## src/design/smle_defs.vh

```
// Purpose: Constants for the shift, move and literal execution block.
// Assumes: Included by its bare name from every design file of the block.
// Notes:   Definitions only; guarded against double inclusion.
//
// Summary of operation
// RQ1: Right shift: zero in, bit 0 to carry
// RQ2: Shift result to work or file by destination
// RQ3: File move copies value to work or file
// RQ4: File move always updates zero flag
// RQ5: Indirect port accesses memory at pointer address
// RQ6: Modes 00/01 pre-increment or pre-decrement pointer
// RQ7: Modes 10/11 post-increment or post-decrement pointer
// RQ8: Relative form adds signed offset, pointer unchanged
// RQ9: Pointers are 16 bits and wrap around
// RQ10: Bank literal loads five-bit bank select
// RQ11: Page literal loads seven-bit high latch
// RQ12: Work literal loads eight-bit work register
// RQ13: Pointer updates leave status flags unchanged
// RQ14: Zero flag follows eight-bit result value
// RQ15: Literal loads leave carry and zero alone
`ifndef SMLE_DEFS_VH
`define SMLE_DEFS_VH

// Instruction codes on the op port
`define SMLE_OP_NONE        3'h0
`define SMLE_OP_SHIFT_RIGHT 3'h1
`define SMLE_OP_MOVE_FILE   3'h2
`define SMLE_OP_IND_TO_WORK 3'h3
`define SMLE_OP_LOAD_BANK   3'h4
`define SMLE_OP_LOAD_PAGE   3'h5
`define SMLE_OP_LOAD_WORK   3'h6

// Pointer update mode codes
`define SMLE_MODE_PRE_INC   2'h0
`define SMLE_MODE_PRE_DEC   2'h1
`define SMLE_MODE_POST_INC  2'h2
`define SMLE_MODE_POST_DEC  2'h3

// File addresses of the two indirect data ports
`define SMLE_FILE_IND0      7'h00
`define SMLE_FILE_IND1      7'h01

// Register byte offsets on the bus
`define SMLE_REG_WORK       8'h00
`define SMLE_REG_STATUS     8'h04
`define SMLE_REG_BANK       8'h08
`define SMLE_REG_PAGE       8'h0C
`define SMLE_REG_FSEL0      8'h10
`define SMLE_REG_FSEL1      8'h14

// Status register fields
`define SMLE_ST_CARRY       0
`define SMLE_ST_ZERO        1
`define SMLE_ST_BUSY        2

// Reset values
`define SMLE_RST_WORK       8'h00
`define SMLE_RST_BANK       5'h00
`define SMLE_RST_PAGE       7'h00
`define SMLE_RST_FSEL       16'h0000

`endif

```

## src/design/smle_ptr_unit.v

```verilog
// Purpose: Effective address and updated value for one file-select pointer.
// Assumes: Purely combinational; the caller registers the results.
// Notes:   Offset is two's complement and sign-extended to pointer width.
`timescale 1ns/1ns
`default_nettype none
`include "smle_defs.vh"

module smle_ptr_unit #(
    parameter PW = 16,
    parameter OW = 6
) (
    input wire [PW-1:0] i_ptr,
    input wire [1:0] i_mode,
    input wire i_rel,
    input wire [OW-1:0] i_offset,
    output reg [PW-1:0] o_addr,
    output reg [PW-1:0] o_next_ptr
);

    reg [PW-1:0] ptr_inc;
    reg [PW-1:0] ptr_dec;
    reg [PW-1:0] offset_ext;

    always @* begin
        // Sums are kept at pointer width so they wrap, never saturate
        ptr_inc = i_ptr + {{(PW-1){1'b0}}, 1'b1}; // [RQ9]
        ptr_dec = i_ptr - {{(PW-1){1'b0}}, 1'b1}; // [RQ9]
        offset_ext = {{(PW-OW){i_offset[OW-1]}}, i_offset};
        o_addr = i_ptr;
        o_next_ptr = i_ptr;
        if (i_rel) begin
            o_addr = i_ptr + offset_ext; // [RQ8]
            o_next_ptr = i_ptr;
        end else begin
            case (i_mode)
                `SMLE_MODE_PRE_INC: begin
                    o_addr = ptr_inc; // [RQ6]
                    o_next_ptr = ptr_inc;
                end
                `SMLE_MODE_PRE_DEC: begin
                    o_addr = ptr_dec; // [RQ6]
                    o_next_ptr = ptr_dec;
                end
                `SMLE_MODE_POST_INC: begin
                    o_addr = i_ptr; // [RQ7]
                    o_next_ptr = ptr_inc;
                end
                default: begin
                    o_addr = i_ptr; // [RQ7]
                    o_next_ptr = ptr_dec;
                end
            endcase
        end
    end

endmodule
`default_nettype wire

```

## src/design/smle_exec.v

```verilog
// Purpose: Executes right shift, file move, indirect move and literal loads.
// Assumes: Data memory answers a read one cycle after the cycle o_mem_rd is high.
// Notes:   Bus transfers and instructions never overlap; each waits for the other.
`timescale 1ns/1ns
`default_nettype none
`include "smle_defs.vh"

module smle_exec #(
    parameter PW = 16,
    parameter OW = 6
) (
    input wire i_core_clk,
    input wire i_nrst,
    input wire i_ce,
    // AHB-Lite slave
    input wire i_hsel,
    input wire [31:0] i_haddr,
    input wire [1:0] i_htrans,
    input wire i_hwrite,
    input wire [2:0] i_hsize,
    input wire [31:0] i_hwdata,
    input wire i_hready,
    output reg o_hreadyout,
    output reg [31:0] o_hrdata,
    output reg o_hresp,
    // Instruction from the fetch stage
    input wire i_instr_valid,
    input wire [2:0] i_op,
    input wire i_dest,
    input wire [6:0] i_file,
    input wire [7:0] i_lit,
    input wire i_ptr_sel,
    input wire [1:0] i_mode,
    input wire i_rel,
    output reg o_instr_ready,
    // Data memory
    output reg [PW-1:0] o_mem_addr,
    output reg o_mem_rd,
    output reg o_mem_we,
    output reg [7:0] o_mem_wdata,
    input wire [7:0] i_mem_rdata,
    // Core state
    output reg [7:0] o_work,
    output reg o_carry,
    output reg o_zero,
    output reg [4:0] o_bank,
    output reg [6:0] o_page,
    output reg [PW-1:0] o_fsel0,
    output reg [PW-1:0] o_fsel1
);

    localparam [1:0] S_IDLE = 2'd0;
    localparam [1:0] S_READ = 2'd1;
    localparam [1:0] S_DATA = 2'd2;
    localparam [1:0] S_WBACK = 2'd3;

    reg [1:0] state;
    reg [2:0] op_q;
    reg dest_q;
    reg bus_pend;
    reg bus_wr;
    reg [7:0] bus_addr;

    reg [1:0] next_state;
    reg next_pend;
    reg [7:0] result;
    reg result_carry;
    reg [PW-1:0] sel_ptr;
    reg [PW-1:0] file_addr;

    wire [PW-1:0] ptr_addr;
    wire [PW-1:0] ptr_next;
    wire addr_taken;
    wire instr_take;
    wire bus_done;
    wire needs_mem;
    wire file_is_ind;

    smle_ptr_unit #(
        .PW(PW),
        .OW(OW)
    ) u_ptr (
        .i_ptr(sel_ptr),
        .i_mode(i_mode),
        .i_rel(i_rel),
        .i_offset(i_lit[OW-1:0]),
        .o_addr(ptr_addr),
        .o_next_ptr(ptr_next)
    );

    assign addr_taken = i_hsel & i_htrans[1] & i_hready;
    // Pending bus transfer has priority over a new instruction
    assign bus_done = bus_pend & (state == S_IDLE);
    assign instr_take = i_instr_valid & o_instr_ready & ~bus_pend;
    assign needs_mem = (i_op == `SMLE_OP_SHIFT_RIGHT) | (i_op == `SMLE_OP_MOVE_FILE) |
                       (i_op == `SMLE_OP_IND_TO_WORK);
    assign file_is_ind = (i_file == `SMLE_FILE_IND0) | (i_file == `SMLE_FILE_IND1);

    always @* begin
        sel_ptr = i_ptr_sel ? o_fsel1 : o_fsel0;
        // Indirect data port has no storage: the pointer is the address
        if (file_is_ind) begin
            if (i_file == `SMLE_FILE_IND1) begin
                file_addr = o_fsel1; // [RQ5]
            end else begin
                file_addr = o_fsel0; // [RQ5]
            end
        end else begin
            file_addr = {{(PW-12){1'b0}}, o_bank, i_file};
        end
    end

    always @* begin
        result = i_mem_rdata;
        result_carry = o_carry;
        if (op_q == `SMLE_OP_SHIFT_RIGHT) begin
            result = {1'b0, i_mem_rdata[7:1]}; // [RQ1]
            result_carry = i_mem_rdata[0]; // [RQ1]
        end
    end

    always @* begin
        next_state = state;
        case (state)
            S_IDLE: begin
                if (instr_take && needs_mem) begin
                    next_state = S_READ;
                end
            end
            S_READ: begin
                next_state = S_DATA;
            end
            S_DATA: begin
                if (dest_q && op_q != `SMLE_OP_IND_TO_WORK) begin
                    next_state = S_WBACK;
                end else begin
                    next_state = S_IDLE;
                end
            end
            default: begin
                next_state = S_IDLE;
            end
        endcase
        next_pend = bus_pend;
        if (bus_done) begin
            next_pend = 1'b0;
        end
        if (addr_taken) begin
            next_pend = 1'b1;
        end
    end

    // Instruction sequencing and core state
    always @(posedge i_core_clk) begin
        if (!i_nrst) begin
            state <= S_IDLE;
            op_q <= `SMLE_OP_NONE;
            dest_q <= 1'b0;
            o_instr_ready <= 1'b0;
            o_mem_addr <= {PW{1'b0}};
            o_mem_rd <= 1'b0;
            o_mem_we <= 1'b0;
            o_mem_wdata <= 8'h00;
            o_work <= `SMLE_RST_WORK;
            o_carry <= 1'b0;
            o_zero <= 1'b0;
            o_bank <= `SMLE_RST_BANK;
            o_page <= `SMLE_RST_PAGE;
            o_fsel0 <= `SMLE_RST_FSEL;
            o_fsel1 <= `SMLE_RST_FSEL;
        end else if (i_ce) begin
            state <= next_state;
            o_instr_ready <= (next_state == S_IDLE) & ~next_pend;
            o_mem_rd <= 1'b0;
            o_mem_we <= 1'b0;
            if (instr_take) begin
                op_q <= i_op;
                dest_q <= i_dest;
                case (i_op)
                    `SMLE_OP_SHIFT_RIGHT, `SMLE_OP_MOVE_FILE: begin
                        o_mem_addr <= file_addr;
                        o_mem_rd <= 1'b1;
                    end
                    `SMLE_OP_IND_TO_WORK: begin
                        o_mem_addr <= ptr_addr; // [RQ6] [RQ7] [RQ8]
                        o_mem_rd <= 1'b1;
                        // Pointer moves now; flags stay untouched here
                        if (i_ptr_sel) begin
                            o_fsel1 <= ptr_next; // [RQ7] [RQ13]
                        end else begin
                            o_fsel0 <= ptr_next; // [RQ7] [RQ13]
                        end
                    end
                    `SMLE_OP_LOAD_BANK: begin
                        o_bank <= i_lit[4:0]; // [RQ10] [RQ15]
                    end
                    `SMLE_OP_LOAD_PAGE: begin
                        o_page <= i_lit[6:0]; // [RQ11] [RQ15]
                    end
                    `SMLE_OP_LOAD_WORK: begin
                        o_work <= i_lit; // [RQ12] [RQ15]
                    end
                    default: begin
                        o_mem_rd <= 1'b0;
                    end
                endcase
            end else if (state == S_DATA) begin
                o_zero <= (result == 8'h00); // [RQ4] [RQ14]
                if (op_q == `SMLE_OP_SHIFT_RIGHT) begin
                    o_carry <= result_carry; // [RQ1]
                end
                if (dest_q && op_q != `SMLE_OP_IND_TO_WORK) begin
                    // Written back to the same address it was read from
                    o_mem_we <= 1'b1; // [RQ2] [RQ3]
                    o_mem_wdata <= result;
                end else begin
                    o_work <= result; // [RQ2] [RQ3]
                end
            end else if (bus_done && bus_wr) begin
                if (bus_addr == `SMLE_REG_WORK) begin
                    o_work <= i_hwdata[7:0];
                end else if (bus_addr == `SMLE_REG_STATUS) begin
                    o_carry <= i_hwdata[`SMLE_ST_CARRY];
                    o_zero <= i_hwdata[`SMLE_ST_ZERO];
                end else if (bus_addr == `SMLE_REG_BANK) begin
                    o_bank <= i_hwdata[4:0];
                end else if (bus_addr == `SMLE_REG_PAGE) begin
                    o_page <= i_hwdata[6:0];
                end else if (bus_addr == `SMLE_REG_FSEL0) begin
                    o_fsel0 <= i_hwdata[PW-1:0];
                end else if (bus_addr == `SMLE_REG_FSEL1) begin
                    o_fsel1 <= i_hwdata[PW-1:0];
                end
            end
        end
    end

    // Bus slave: every transfer takes one wait state at least, longer
    // while an instruction is in flight, so core state never sees two writers
    always @(posedge i_core_clk) begin
        if (!i_nrst) begin
            bus_pend <= 1'b0;
            bus_wr <= 1'b0;
            bus_addr <= 8'h00;
            o_hreadyout <= 1'b1;
            o_hrdata <= 32'h0000_0000;
            o_hresp <= 1'b0;
        end else if (i_ce) begin
            bus_pend <= next_pend;
            o_hreadyout <= ~next_pend;
            o_hresp <= 1'b0;
            if (addr_taken) begin
                bus_wr <= i_hwrite;
                // Upper address bits are not decoded; the map aliases
                bus_addr <= {i_haddr[7:2], 2'b00};
            end
            if (bus_done && !bus_wr) begin
                if (bus_addr == `SMLE_REG_WORK) begin
                    o_hrdata <= {24'h00_0000, o_work};
                end else if (bus_addr == `SMLE_REG_STATUS) begin
                    o_hrdata <= {29'h0000_0000, (state != S_IDLE), o_zero, o_carry};
                end else if (bus_addr == `SMLE_REG_BANK) begin
                    o_hrdata <= {27'h000_0000, o_bank};
                end else if (bus_addr == `SMLE_REG_PAGE) begin
                    o_hrdata <= {25'h000_0000, o_page};
                end else if (bus_addr == `SMLE_REG_FSEL0) begin
                    o_hrdata <= {{(32-PW){1'b0}}, o_fsel0};
                end else if (bus_addr == `SMLE_REG_FSEL1) begin
                    o_hrdata <= {{(32-PW){1'b0}}, o_fsel1};
                end else begin
                    o_hrdata <= 32'h0000_0000;
                end
            end
        end
    end

endmodule
`default_nettype wire

```

## config.mk

```make
export PLATFORM = sky130hd
export DESIGN_NAME = smle_exec
export DESIGN_NICKNAME = d
export VERILOG_FILES = /design/src/design/smle_ptr_unit.v /design/src/design/smle_exec.v
export VERILOG_INCLUDE_DIRS = /design/src /design/src/design
export SDC_FILE = /design/constraint.sdc
export NUM_CORES = 1
export LEC_CHECK = 0
export BUFFER_PORTS_ARGS = -buffer_cell sky130_fd_sc_hd__clkbuf_2
export CAP_MARGIN = 20
export CORE_MARGIN = 2
export CORE_UTILIZATION = 54
export CTS_BUF_LIST = sky130_fd_sc_hd__clkbuf_4
export DETAILED_ROUTE_END_ITERATION = 7
export PLACE_DENSITY = 0.79
export SLEW_MARGIN = 20
export SYNTH_ARGS = -nofsm -noshare
export SYNTH_HDL_FRONTEND = slang
export SYNTH_SLANG_ARGS = --single-unit
```

## constraint.sdc

```tcl
create_clock -name i_core_clk -period 3.63 [get_ports i_core_clk]
set_input_delay 0.1815 -clock i_core_clk [delete_from_list [all_inputs] [get_ports i_core_clk]]
set_output_delay 0.1815 -clock i_core_clk [all_outputs]
set_load 0.01 [all_outputs]
```

# After elaboration in Yosys (flattened, before gate mapping)

Cells that the tools add are included.

Bits in registers: 128
Input port bits: 107
Output and inout port bits: 115
Logic and storage cells: 181

Add/sub/neg operators: 3
Equality and inequality tests: 33
Mux-type cells: 76
Bitwise logic cells: 12
Reduce and logical (&&, ||, !) cells: 37

Operators by type and width:

| operator                | count |
|---|---|
| $mux W16                | 33 |
| $pmux W16 S2            | 2 |
| $mux W7                 | 8 |
| $mux W8                 | 7 |
| $mux W5                 | 7 |
| $ne A2 B2 Y1 const B    | 10 |
| $reduce_bool A2 Y1      | 9 |
| $add A16 B1 Y16 const B | 1 |
| $add A16 B16 Y16        | 1 |
| $logic_not A8 Y1        | 2 |
| $mux W1                 | 16 |
| $sub A16 B1 Y16 const B | 1 |
| $eq A6 B2 Y1 const B    | 2 |
| $eq A6 B3 Y1 const B    | 2 |
| $reduce_and A11 Y1      | 1 |
| $reduce_and A10 Y1      | 1 |
| $reduce_and A5 Y1       | 2 |
| $eq A3 B3 Y1 const B    | 3 |
| $ne A2 B1 Y1 const B    | 4 |
| $reduce_and A8 Y1       | 1 |
| $eq A7 B1 Y1 const B    | 1 |
| $logic_not A7 Y1        | 1 |
| $reduce_and A7 Y1       | 1 |
| $and A1 B1 Y1           | 6 |
| other kinds (21)        | 39 |

# Depth between registers and ports, before layout

Gate-level depths: netlist of the first run.

Word-level depth: 10
Gate-level depth with buffers: 16

# Cells and area by module

Synthesis of the first run repeated with hierarchy kept, for this count alone.

Cell total of the unflattened synthesis: 992
Area, all modules: 8,096.5 um^2

By module, submodules not included:

| module        | times used | cells an instance | area each (um^2) | seq. area each (um^2) |
|---|---|---|---|---|
| smle_exec     | 1          | 735               | 6,308.6          | 2,242.2 |
| smle_ptr_unit | 1          | 257               | 1,788.0          | 0.0 |

# Worst setup path before layout of the first run

OpenSTA, ideal clock, no wires.

Kind: input to register
Start: in i_ptr_sel
End: reg o_mem_addr[13]
Library setup time: 0.130 ns
Arrival: 3.029 ns
Required time: 3.500 ns
Path slack: 0.471 ns
Cell stages on the path: 14
Buffers on the path: 4
Cell sequence: buf_6 -> buf_8 -> buf_2 -> buf_2 -> mux2i_1 -> inv_1 -> ha_1 -> a211oi_1 -> o21ai_1 -> and4_1 -> o41a_1 -> a31oi_1 -> xor2_1 -> o211ai_1

Word-level cells in the longest chain between the ends: 5
Elaborated cells on any way between the ends: 7

RTL lines:

| what                                               | line                                   | source |
|---|---|---|
| start, declared                                    | smle_exec.v:32                         | `input wire i_ptr_sel,` |
| $mux W16 (*)                                       | smle_exec.v:100                        | `sel_ptr = i_ptr_sel ? o_fsel1 : o_fsel0;` |
| $sub A16 B1 Y16 or $add A16 B1 Y16 (tied branches) | smle_ptr_unit.v:27, smle_ptr_unit.v:26 |  |
| $pmux W16 S2                                       | smle_ptr_unit.v:35                     | `case (i_mode)` |
| $mux W16 (*)                                       | smle_ptr_unit.v:31                     | `if (i_rel) begin` |
| $pmux W16 S2 (*)                                   | smle_exec.v:179                        | `case (i_op)` |
| end signal, assigned                               | smle_exec.v:160                        | `o_mem_addr <= {PW{1'b0}};` |
| end signal, assigned                               | smle_exec.v:181                        | `o_mem_addr <= file_addr;` |
| end signal, assigned                               | smle_exec.v:185                        | `o_mem_addr <= ptr_addr;` |
| end, declared                                      | smle_exec.v:37                         | `output reg [PW-1:0] o_mem_addr,` |

Every way passes the cells marked *; elsewhere a longest branch is shown, timed or not.
A chain may end at the register's enable or synchronous reset.

# Worst setup path in the final report of the first run

Start: reg o_fsel1[4]
End: reg o_mem_addr[15]

Word-level cells in the longest chain between the ends: 5
Elaborated cells on any way between the ends: 7

RTL lines:

| what                                               | line                                   | source |
|---|---|---|
| start, declared                                    | smle_exec.v:49                         | `output reg [PW-1:0] o_fsel1` |
| start signal, assigned                             | smle_exec.v:170                        | `` o_fsel1 <= `SMLE_RST_FSEL; `` |
| start signal, assigned                             | smle_exec.v:189                        | `o_fsel1 <= ptr_next;` |
| start signal, assigned                             | smle_exec.v:232                        | `o_fsel1 <= i_hwdata[PW-1:0];` |
| $mux W16 (*)                                       | smle_exec.v:100                        |  |
| $sub A16 B1 Y16 or $add A16 B1 Y16 (tied branches) | smle_ptr_unit.v:27, smle_ptr_unit.v:26 |  |
| $pmux W16 S2                                       | smle_ptr_unit.v:35                     |  |
| $mux W16 (*)                                       | smle_ptr_unit.v:31                     |  |
| $pmux W16 S2 (*)                                   | smle_exec.v:179                        |  |

Marks and branches as above.

==> results.md, run 1 <==
- Async S/R FF share, synth: 0%
- Post-CTS Setup Inserts: 0
- Reported net switching power: 748 µW
- # IOs: 222
- DR vias: 8069
- Worst setup path end: o_mem_addr[15]
- # fillers: 1229
- Xor and xnor area share after synthesis: 5.12%
- Logic pwr share: 17.3%
- Port buffer count: 158
- Row count: 43
- CTS Buf Count: 9
- Reg power frac: 54.6%
- Max incr delay on CP: 0.45 ns
- Post-Synthesis Cell Area: 7520 µm²
- Pint: 1.57 mW
- Clock tree buffer depth: 2
- Post-Synth Adder-Cell Area: 3.09%
- Area growth syn-to-layout: 17.3%
- Outcome: complete, no violations
- Leak: 3.66 nW
- Final setup violating endpoints: 0
- Critical Path Source: o_fsel1[4]
- Setup WS post-layout: 0.445 ns
- Initial DRC count: 999
- Power density over the cells: 262 nW/µm²
- Via-per-instance ratio: 6.22
- Syn_area_per_cell: 7.88 µm²
- GPL Wtd Cong: 0.974
- Worst path arrival time: 3.60 ns
- Worst path slowest cell: dfxtp_1
- Main synth FF type: dfxtp_1
- Num Clock Sinks: 112
- Final Util: 64.3%
- Mux cell area share after synthesis: 8.98%
- Initial Utilization: 54.8%
- Final Max Tran Viols: 0
- Final period util: 87.8%
- Area after DPL: 8410 µm²
- Synth area leaders: dfxtp_1, mux2i_1, a21oi_1
- HP Class: primary input to flop
- Post-CTS Hold Buffers: 28
- Maxcap violations: 0
- Post-Synth Simple-Gate Area: 20.4%
- Worst-margin pin slew: 1.04 ns
- Place WS: 0.381 ns
- Largest net degree at the start of global routing: 51
- Wirelength, routed: 24.5 mm
- Vias in the first global route: 7084
- Setup TNS: 0 ns
- Clk Latency, worst-skew pair: 0.53 ns
- Post-DP HPWL: 17.9 mm
- Crit start category: flop
- Post-route ant nets: 0
- Fin. Hold Viols: 0
- First-pass GRT wire length: 37.7 mm
- Post_cts resized: 0
- Top delay family on crit path: compound AO/OA/AOI/OAI gates
- Final Critical Period: 3.19 ns
- Total grt overflow: 0
- Clock share of power: 28.2%
- Largest family of logic cells by synthesized area: compound AO/OA/AOI/OAI gates
- Headroom to the max-slew limit: 30.1%
- CP Cell Sequence: mux2i_1, inv_1, ha_1, a2111oi_2, o21ai_1, and4_1, a311oi_1, xnor2_1, a221oi_1, a21oi_1
- Gate Count Post-Synth: 954
- Setup Crit Path Kind: flop to flop
- Netlist cell types: 79
- Synth warn: 0
- Fmax: 0.314 GHz
- Die ar.: 14900 µm²
- CP Data Required Time: 4.04 ns
- Sw Ratio: 32.3%
- Total Routing Usage GR: 32.3%
- Antenna violations before repair: 1
- Layout Skew: 0.0327 ns
- Post-synth EDFFs: 0
- Wire per inst: 18.9 µm
- Htree depth: 3
- DRC Markers: 0
- Die X: 122 µm
- DR pass1 iterations: 6
- Share of post-route cells with drive strength above 1: 21.2%
- Register area share after synthesis: 29.8%
- Crit-path max FO: 8
- R2R Setup Slk: 0.44 ns
- Clk slew on worst S/H paths: 0.21 ns
- Crit path capture type: flop
- Critical Path Stages: 10
- R2r endpoint: o_mem_addr[15]
- Max IR drop VDD: 0.000190 V
- Worst r2r path cells: 10
- Area fraction in compound gates after synthesis: 25.9%
- Flops & latches, synth: 112
- RSZ-0062 raised after global routing: no
- Synth top area share: 29.8%
- Clock Tree Root: clkbuf_4
- Layout Nets: 1237
- Worst r2r src: o_fsel1[4]
- Worst path bufs/invs: 1
- Core ar.: 13700 µm²
- Post-synth top area cell: dfxtp_1
- Layout Cell Area excl Fill: 8830 µm²
- CTS tree: built
- Die Y-Extent: 122 µm
-- state kept, by name, summed over array words and instances, names as in the netlist, 2 cells and up --
signal / count
state: 2
o_mem_addr: 16
o_fsel0: 16
bus_addr: 6
o_work: 8
o_mem_wdata: 8
op_q: 3
o_bank: 5
o_page: 7
o_hrdata: 16
o_fsel1: 16
-- cells in the final DEF, fill, tap and decap left out, types with 9 or more instances in the layout --
cell	n
dfxtp_1	112
nand3_1	32
buf_4	22
a211oi_1	46
a311oi_1	14
clkbuf_2	158
nand4_1	9
dlygate4sd3_1	28
o21ai_0	45
xnor2_1	37
mux2i_1	49
o211ai_1	18
inv_1	23
a21oi_1	87
nand2_1	88
clkbuf_4	9
a221oi_1	11
ha_1	17
nor3_1	14
nor2_1	107
conb_1	17
and2_1	9
mux2_2	14
-- power by group through the flow --
stage / sequential, mW / combinational, mW / clock [mW]
after floorplan: 1.29 / 0.262 / 0
after global placement: 1.29 / 0.363 / 0
after detailed placement: 1.29 / 0.367 / 0
after CTS: 1.26 / 0.390 / 0.654
after global routing: 1.27 / 0.434 / 0.698
final: 1.26 / 0.400 / 0.653
-- synthesized netlist by cell type, types with 5 or more instances --
| cell | instances |
|---|---|
| a221oi_1 | 11 |
| o211ai_1 | 18 |
| or3_1 | 5 |
| nor3_1 | 15 |
| a22oi_1 | 7 |
| a211oi_1 | 46 |
| xnor2_1 | 37 |
| a21boi_0 | 7 |
| mux2i_1 | 49 |
| dfxtp_1 | 112 |
| mux2_2 | 14 |
| nand2b_1 | 7 |
| nand3_1 | 32 |
| o31ai_1 | 5 |
| a31oi_1 | 6 |
| a311oi_1 | 14 |
| o21a_1 | 6 |
| nand4_1 | 9 |
| buf_4 | 17 |
| o21ai_0 | 45 |
| clkbuf_1 | 44 |
| ha_1 | 17 |
| nor2_1 | 108 |
| nand4b_1 | 6 |
| and2_1 | 9 |
| a21oi_1 | 88 |
| and3_1 | 5 |
| nand3b_1 | 5 |
| inv_1 | 23 |
| xor2_1 | 7 |
| nand2_1 | 88 |
| buf_2 | 10 |
| a21o_1 | 6 |
-- routing by layer --
metal | global-route usage, % | vias to the layer above | part of all wire [%]
li1 | - | 3788 | -
met1 | 45.0 | 3744 | 43
met2 | 50.5 | 462 | 46
met3 | 4.21 | 75 | 8.2
met4 | 13.0 | 0 | 3.5
met5 | 0 | - | 0
-- worst min path at each step --
stage	from	to	slack, ns	cells past startpoint
3_5_place_dp	i_haddr[4]	bus_addr[4]	0.42	3
5_1_grt	i_hwdata[4]	o_work[4]	0.04	3
2_1_floorplan	i_haddr[4]	bus_addr[4]	0.32	2
6_report	i_hwdata[4]	o_work[4]	0.006	3
4_1_cts	i_hwdata[4]	o_work[4]	0.002	3
3_3_place_gp	i_haddr[5]	bus_addr[5]	0.41	3
-- worst reg2reg max path, stage by stage (launching register included) --
cell	delay, ns
dfxtp_1	0.45
mux2i_1	0.31
inv_1	0.13
ha_1	0.37
a2111oi_2	0.45
o21ai_1	0.17
and4_1	0.27
a311oi_1	0.35
xnor2_1	0.12
a221oi_1	0.35
a21oi_1	0.11
-- cells by family (layout without fill, tap and decap cells) --
family / after synthesis / after routing
and+or+nand+nor: 319 / 319
AOI/OAI and AO/OA: 291 / 291
DFF: 112 / 112
buffers and inverters: 104 / 251
muxes: 65 / 65
xor gates and xnor gates: 44 / 44
adders and majority gates: 18 / 18
other: 1 / 18
-- per-stage QoR --
step | hold slack, ns | total power, mW | cells
floorplan | 0.317 | 1.55 | 970
global placement | 0.408 | 1.65 | 1253
detailed placement | 0.415 | 1.66 | 1253
CTS | 0.00207 | 2.31 | 1297
global route | 0.0361 | 2.40 | 1298
finish | 0.00572 | 2.32 | 1298
-- final cells by class --
cell class                      instances  area (µm²)  area share, %
Multi-Input combinational cell        754        4860           55.1
Sequential cell                       112        2240           25.4
Timing Repair Buffer                  209        1260           14.2
Inverter                               26        97.6           1.11
Clock inverter                          7        71.3          0.808
Clock buffer                            9        67.6          0.765
Antenna cell                            1        2.50         0.0283
Tap cell                              180         225           2.55
Note: power is estimated with default switching activity, not from simulation.
==> inputs of run 2 (changes only) <==
==> constraint.sdc (replaced) <==
create_clock -name i_core_clk -period 3.63 [get_ports i_core_clk]
set_input_delay 0.5445 -clock i_core_clk [delete_from_list [all_inputs] [get_ports i_core_clk]]
set_output_delay 0.5445 -clock i_core_clk [all_outputs]
set_load 0.01 [all_outputs]
==> run 2 against run 1 <==
  * Sequential power about the same
  * Die area unchanged
  * Via count decreased by 2.7%
  * Final cell count decreased by 1.3%
  * First-iteration DRC count decreased by 17%
  * Utilization decreased by 1.2 points
  * Sequential cell count unchanged
  * Register-to-register slack improved by 0.19 ns
  * Critical path type unchanged
  * Critical endpoint is now o_mem_addr[8]
  * Largest power group unchanged
==> results.md, run 2 (synthesis results as in run 1) <==
- Via-per-instance ratio: 6.13
- Setup Crit Path Kind: flop to flop
- Outcome: complete, no violations
- Fin. Hold Viols: 0
- Vias in the first global route: 7098
- GPL Wtd Cong: 0.963
- Area after DPL: 8500 µm²
- Post-CTS Hold Buffers: 0
- HP Class: primary input to flop
- Final setup violating endpoints: 0
- Most frequent cells in the layout: clkbuf_2, dfxtp_1, nor2_1
- Power density over the cells: 271 nW/µm²
- Core ar.: 13700 µm²
- Maxcap violations: 0
- R2R Setup Slk: 0.63 ns
- Num Clock Sinks: 112
- Post-route ant nets: 0
- Wirelength, routed: 24.4 mm
- Antenna violations before repair: 0
- Pint: 1.62 mW
- Row count: 43
- Layout Cell Area excl Fill: 8660 µm²
- CTS tree: built
- Final Max Tran Viols: 0
- Clk slew on worst S/H paths: 0.19 ns
- Final Critical Period: 3.00 ns
- Worst r2r path cells: 13
- Headroom to the max-slew limit: 36.6%
- Logic pwr share: 16.4%
- Die ar.: 14900 µm²
- Final Util: 63.1%
- DR vias: 7850
- Worst-margin pin slew: 0.947 ns
- Total grt overflow: 0
- Worst Hold Path EP: bus_wr
- Commonest non-fill, non-tap cell in the layout: clkbuf_2
- Final period util: 82.5%
- Worst r2r src: o_fsel1[0]
- Layout Skew: 0.0159 ns
- Largest net degree at the start of global routing: 52
- Post-DP HPWL: 18.4 mm
- Initial DRC count: 830
- Layout Nets: 1220
- CTS Buf Count: 9
- Die Y-Extent: 122 µm
- Post_cts resized: 0
- Sw Ratio: 30.9%
- CP Cell Sequence: mux2i_1, inv_1, ha_1, inv_1, fa_1, nor2b_1, o211ai_1, buf_4, a221oi_1, nor2_1, xnor2_1, mux2i_1, a21oi_1
- Total Routing Usage GR: 32.7%
- Hold path depth: 3
- Fmax: 0.334 GHz
- Initial Utilization: 54.8%
- Crit-path max FO: 7
- Setup TNS: 0 ns
- Crit start category: flop
- Reported net switching power: 725 µW
- # IOs: 222
- Crit path capture type: flop
- Post-CTS Setup Inserts: 0
- DRC Markers: 0
- First-pass GRT wire length: 38.0 mm
- Max IR drop VDD: 0.000192 V
- Clock Tree Root: clkbuf_4
- Setup WS post-layout: 0.634 ns
- R2r endpoint: o_mem_addr[8]
- Reg power frac: 53.9%
- Htree depth: 3
- Area growth syn-to-layout: 15.1%
- RSZ-0062 raised after global routing: no
- Clk Latency, worst-skew pair: 0.52 ns
- Share of post-route cells with drive strength above 1: 22.6%
- Die X: 122 µm
- Hold path start: i_hwrite
- Port buffer count: 158
- CP Data Required Time: 4.04 ns
- Clock tree buffer depth: 2
- Leak: 3.59 nW
- Clock share of power: 29.7%
- Place WS: 0.167 ns
- DR pass1 iterations: 5
- Worst path slowest cell: dfxtp_1
- Worst path arrival time: 3.41 ns
- Wire per inst: 19.1 µm
- Max incr delay on CP: 0.54 ns
[run 2: cell type report]
class | count | area (µm²)
Fill cell | 1268 | 5060
Multi-Input combinational cell | 754 | 4870
Sequential cell | 112 | 2240
Timing Repair Buffer | 192 | 1070
Tap cell | 180 | 225
Inverter | 26 | 97.6
Clock inverter | 7 | 85.1
Clock buffer | 9 | 67.6
Antenna cell | 1 | 2.50
[run 2: how the worst max path moves through the flow]
stage,start,to,slack [ns],cells past startpoint
global route,o_fsel1[3],o_mem_addr[15],0.41,10
global placement,i_ptr_sel,o_mem_addr[15],0.26,11
detailed placement,i_ptr_sel,o_mem_addr[15],0.17,11
floorplan,i_ptr_sel,o_mem_addr[13],0.11,14
CTS,o_fsel1[4],o_mem_addr[15],0.66,10
finish,o_fsel1[0],o_mem_addr[8],0.63,13
[run 2: layer usage]
metal,vias up,global-route usage [%],routed length (µm)
met2,356,51.6,11200
li1,3753,-,-
met1,3694,45.4,10600
met4,0,12.2,651
met3,47,4.26,1950
met5,-,0,0
[run 2: critical path: cells and delay by family, from the launching register on]
family	cells	cell delay, ns
DFF	1	0.54
AOI/OAI and AO/OA	3	0.57
buffers and inverters	3	0.35
muxes	2	0.37
xor gates and xnor gates	1	0.16
and+or+nand+nor	2	0.27
adders and majority gates	2	0.64
[run 2: power by group through the flow]
stage	Clock [mW]	Sequential, mW	Combinational, mW
6_report	0.695	1.26	0.384
5_1_grt	0.753	1.27	0.417
4_1_cts	0.702	1.26	0.375
3_5_place_dp	0	1.29	0.374
3_3_place_gp	0	1.29	0.369
2_1_floorplan	0	1.29	0.262
[run 2: metrics by stage]
step | cells | power (mW) | hold slack, ns
floorplan | 970 | 1.55 | 0.437
global placement | 1264 | 1.66 | 0.440
detailed placement | 1264 | 1.66 | 0.445
CTS | 1280 | 2.34 | 0.208
global route | 1280 | 2.44 | 0.220
finish | 1281 | 2.34 | 0.233
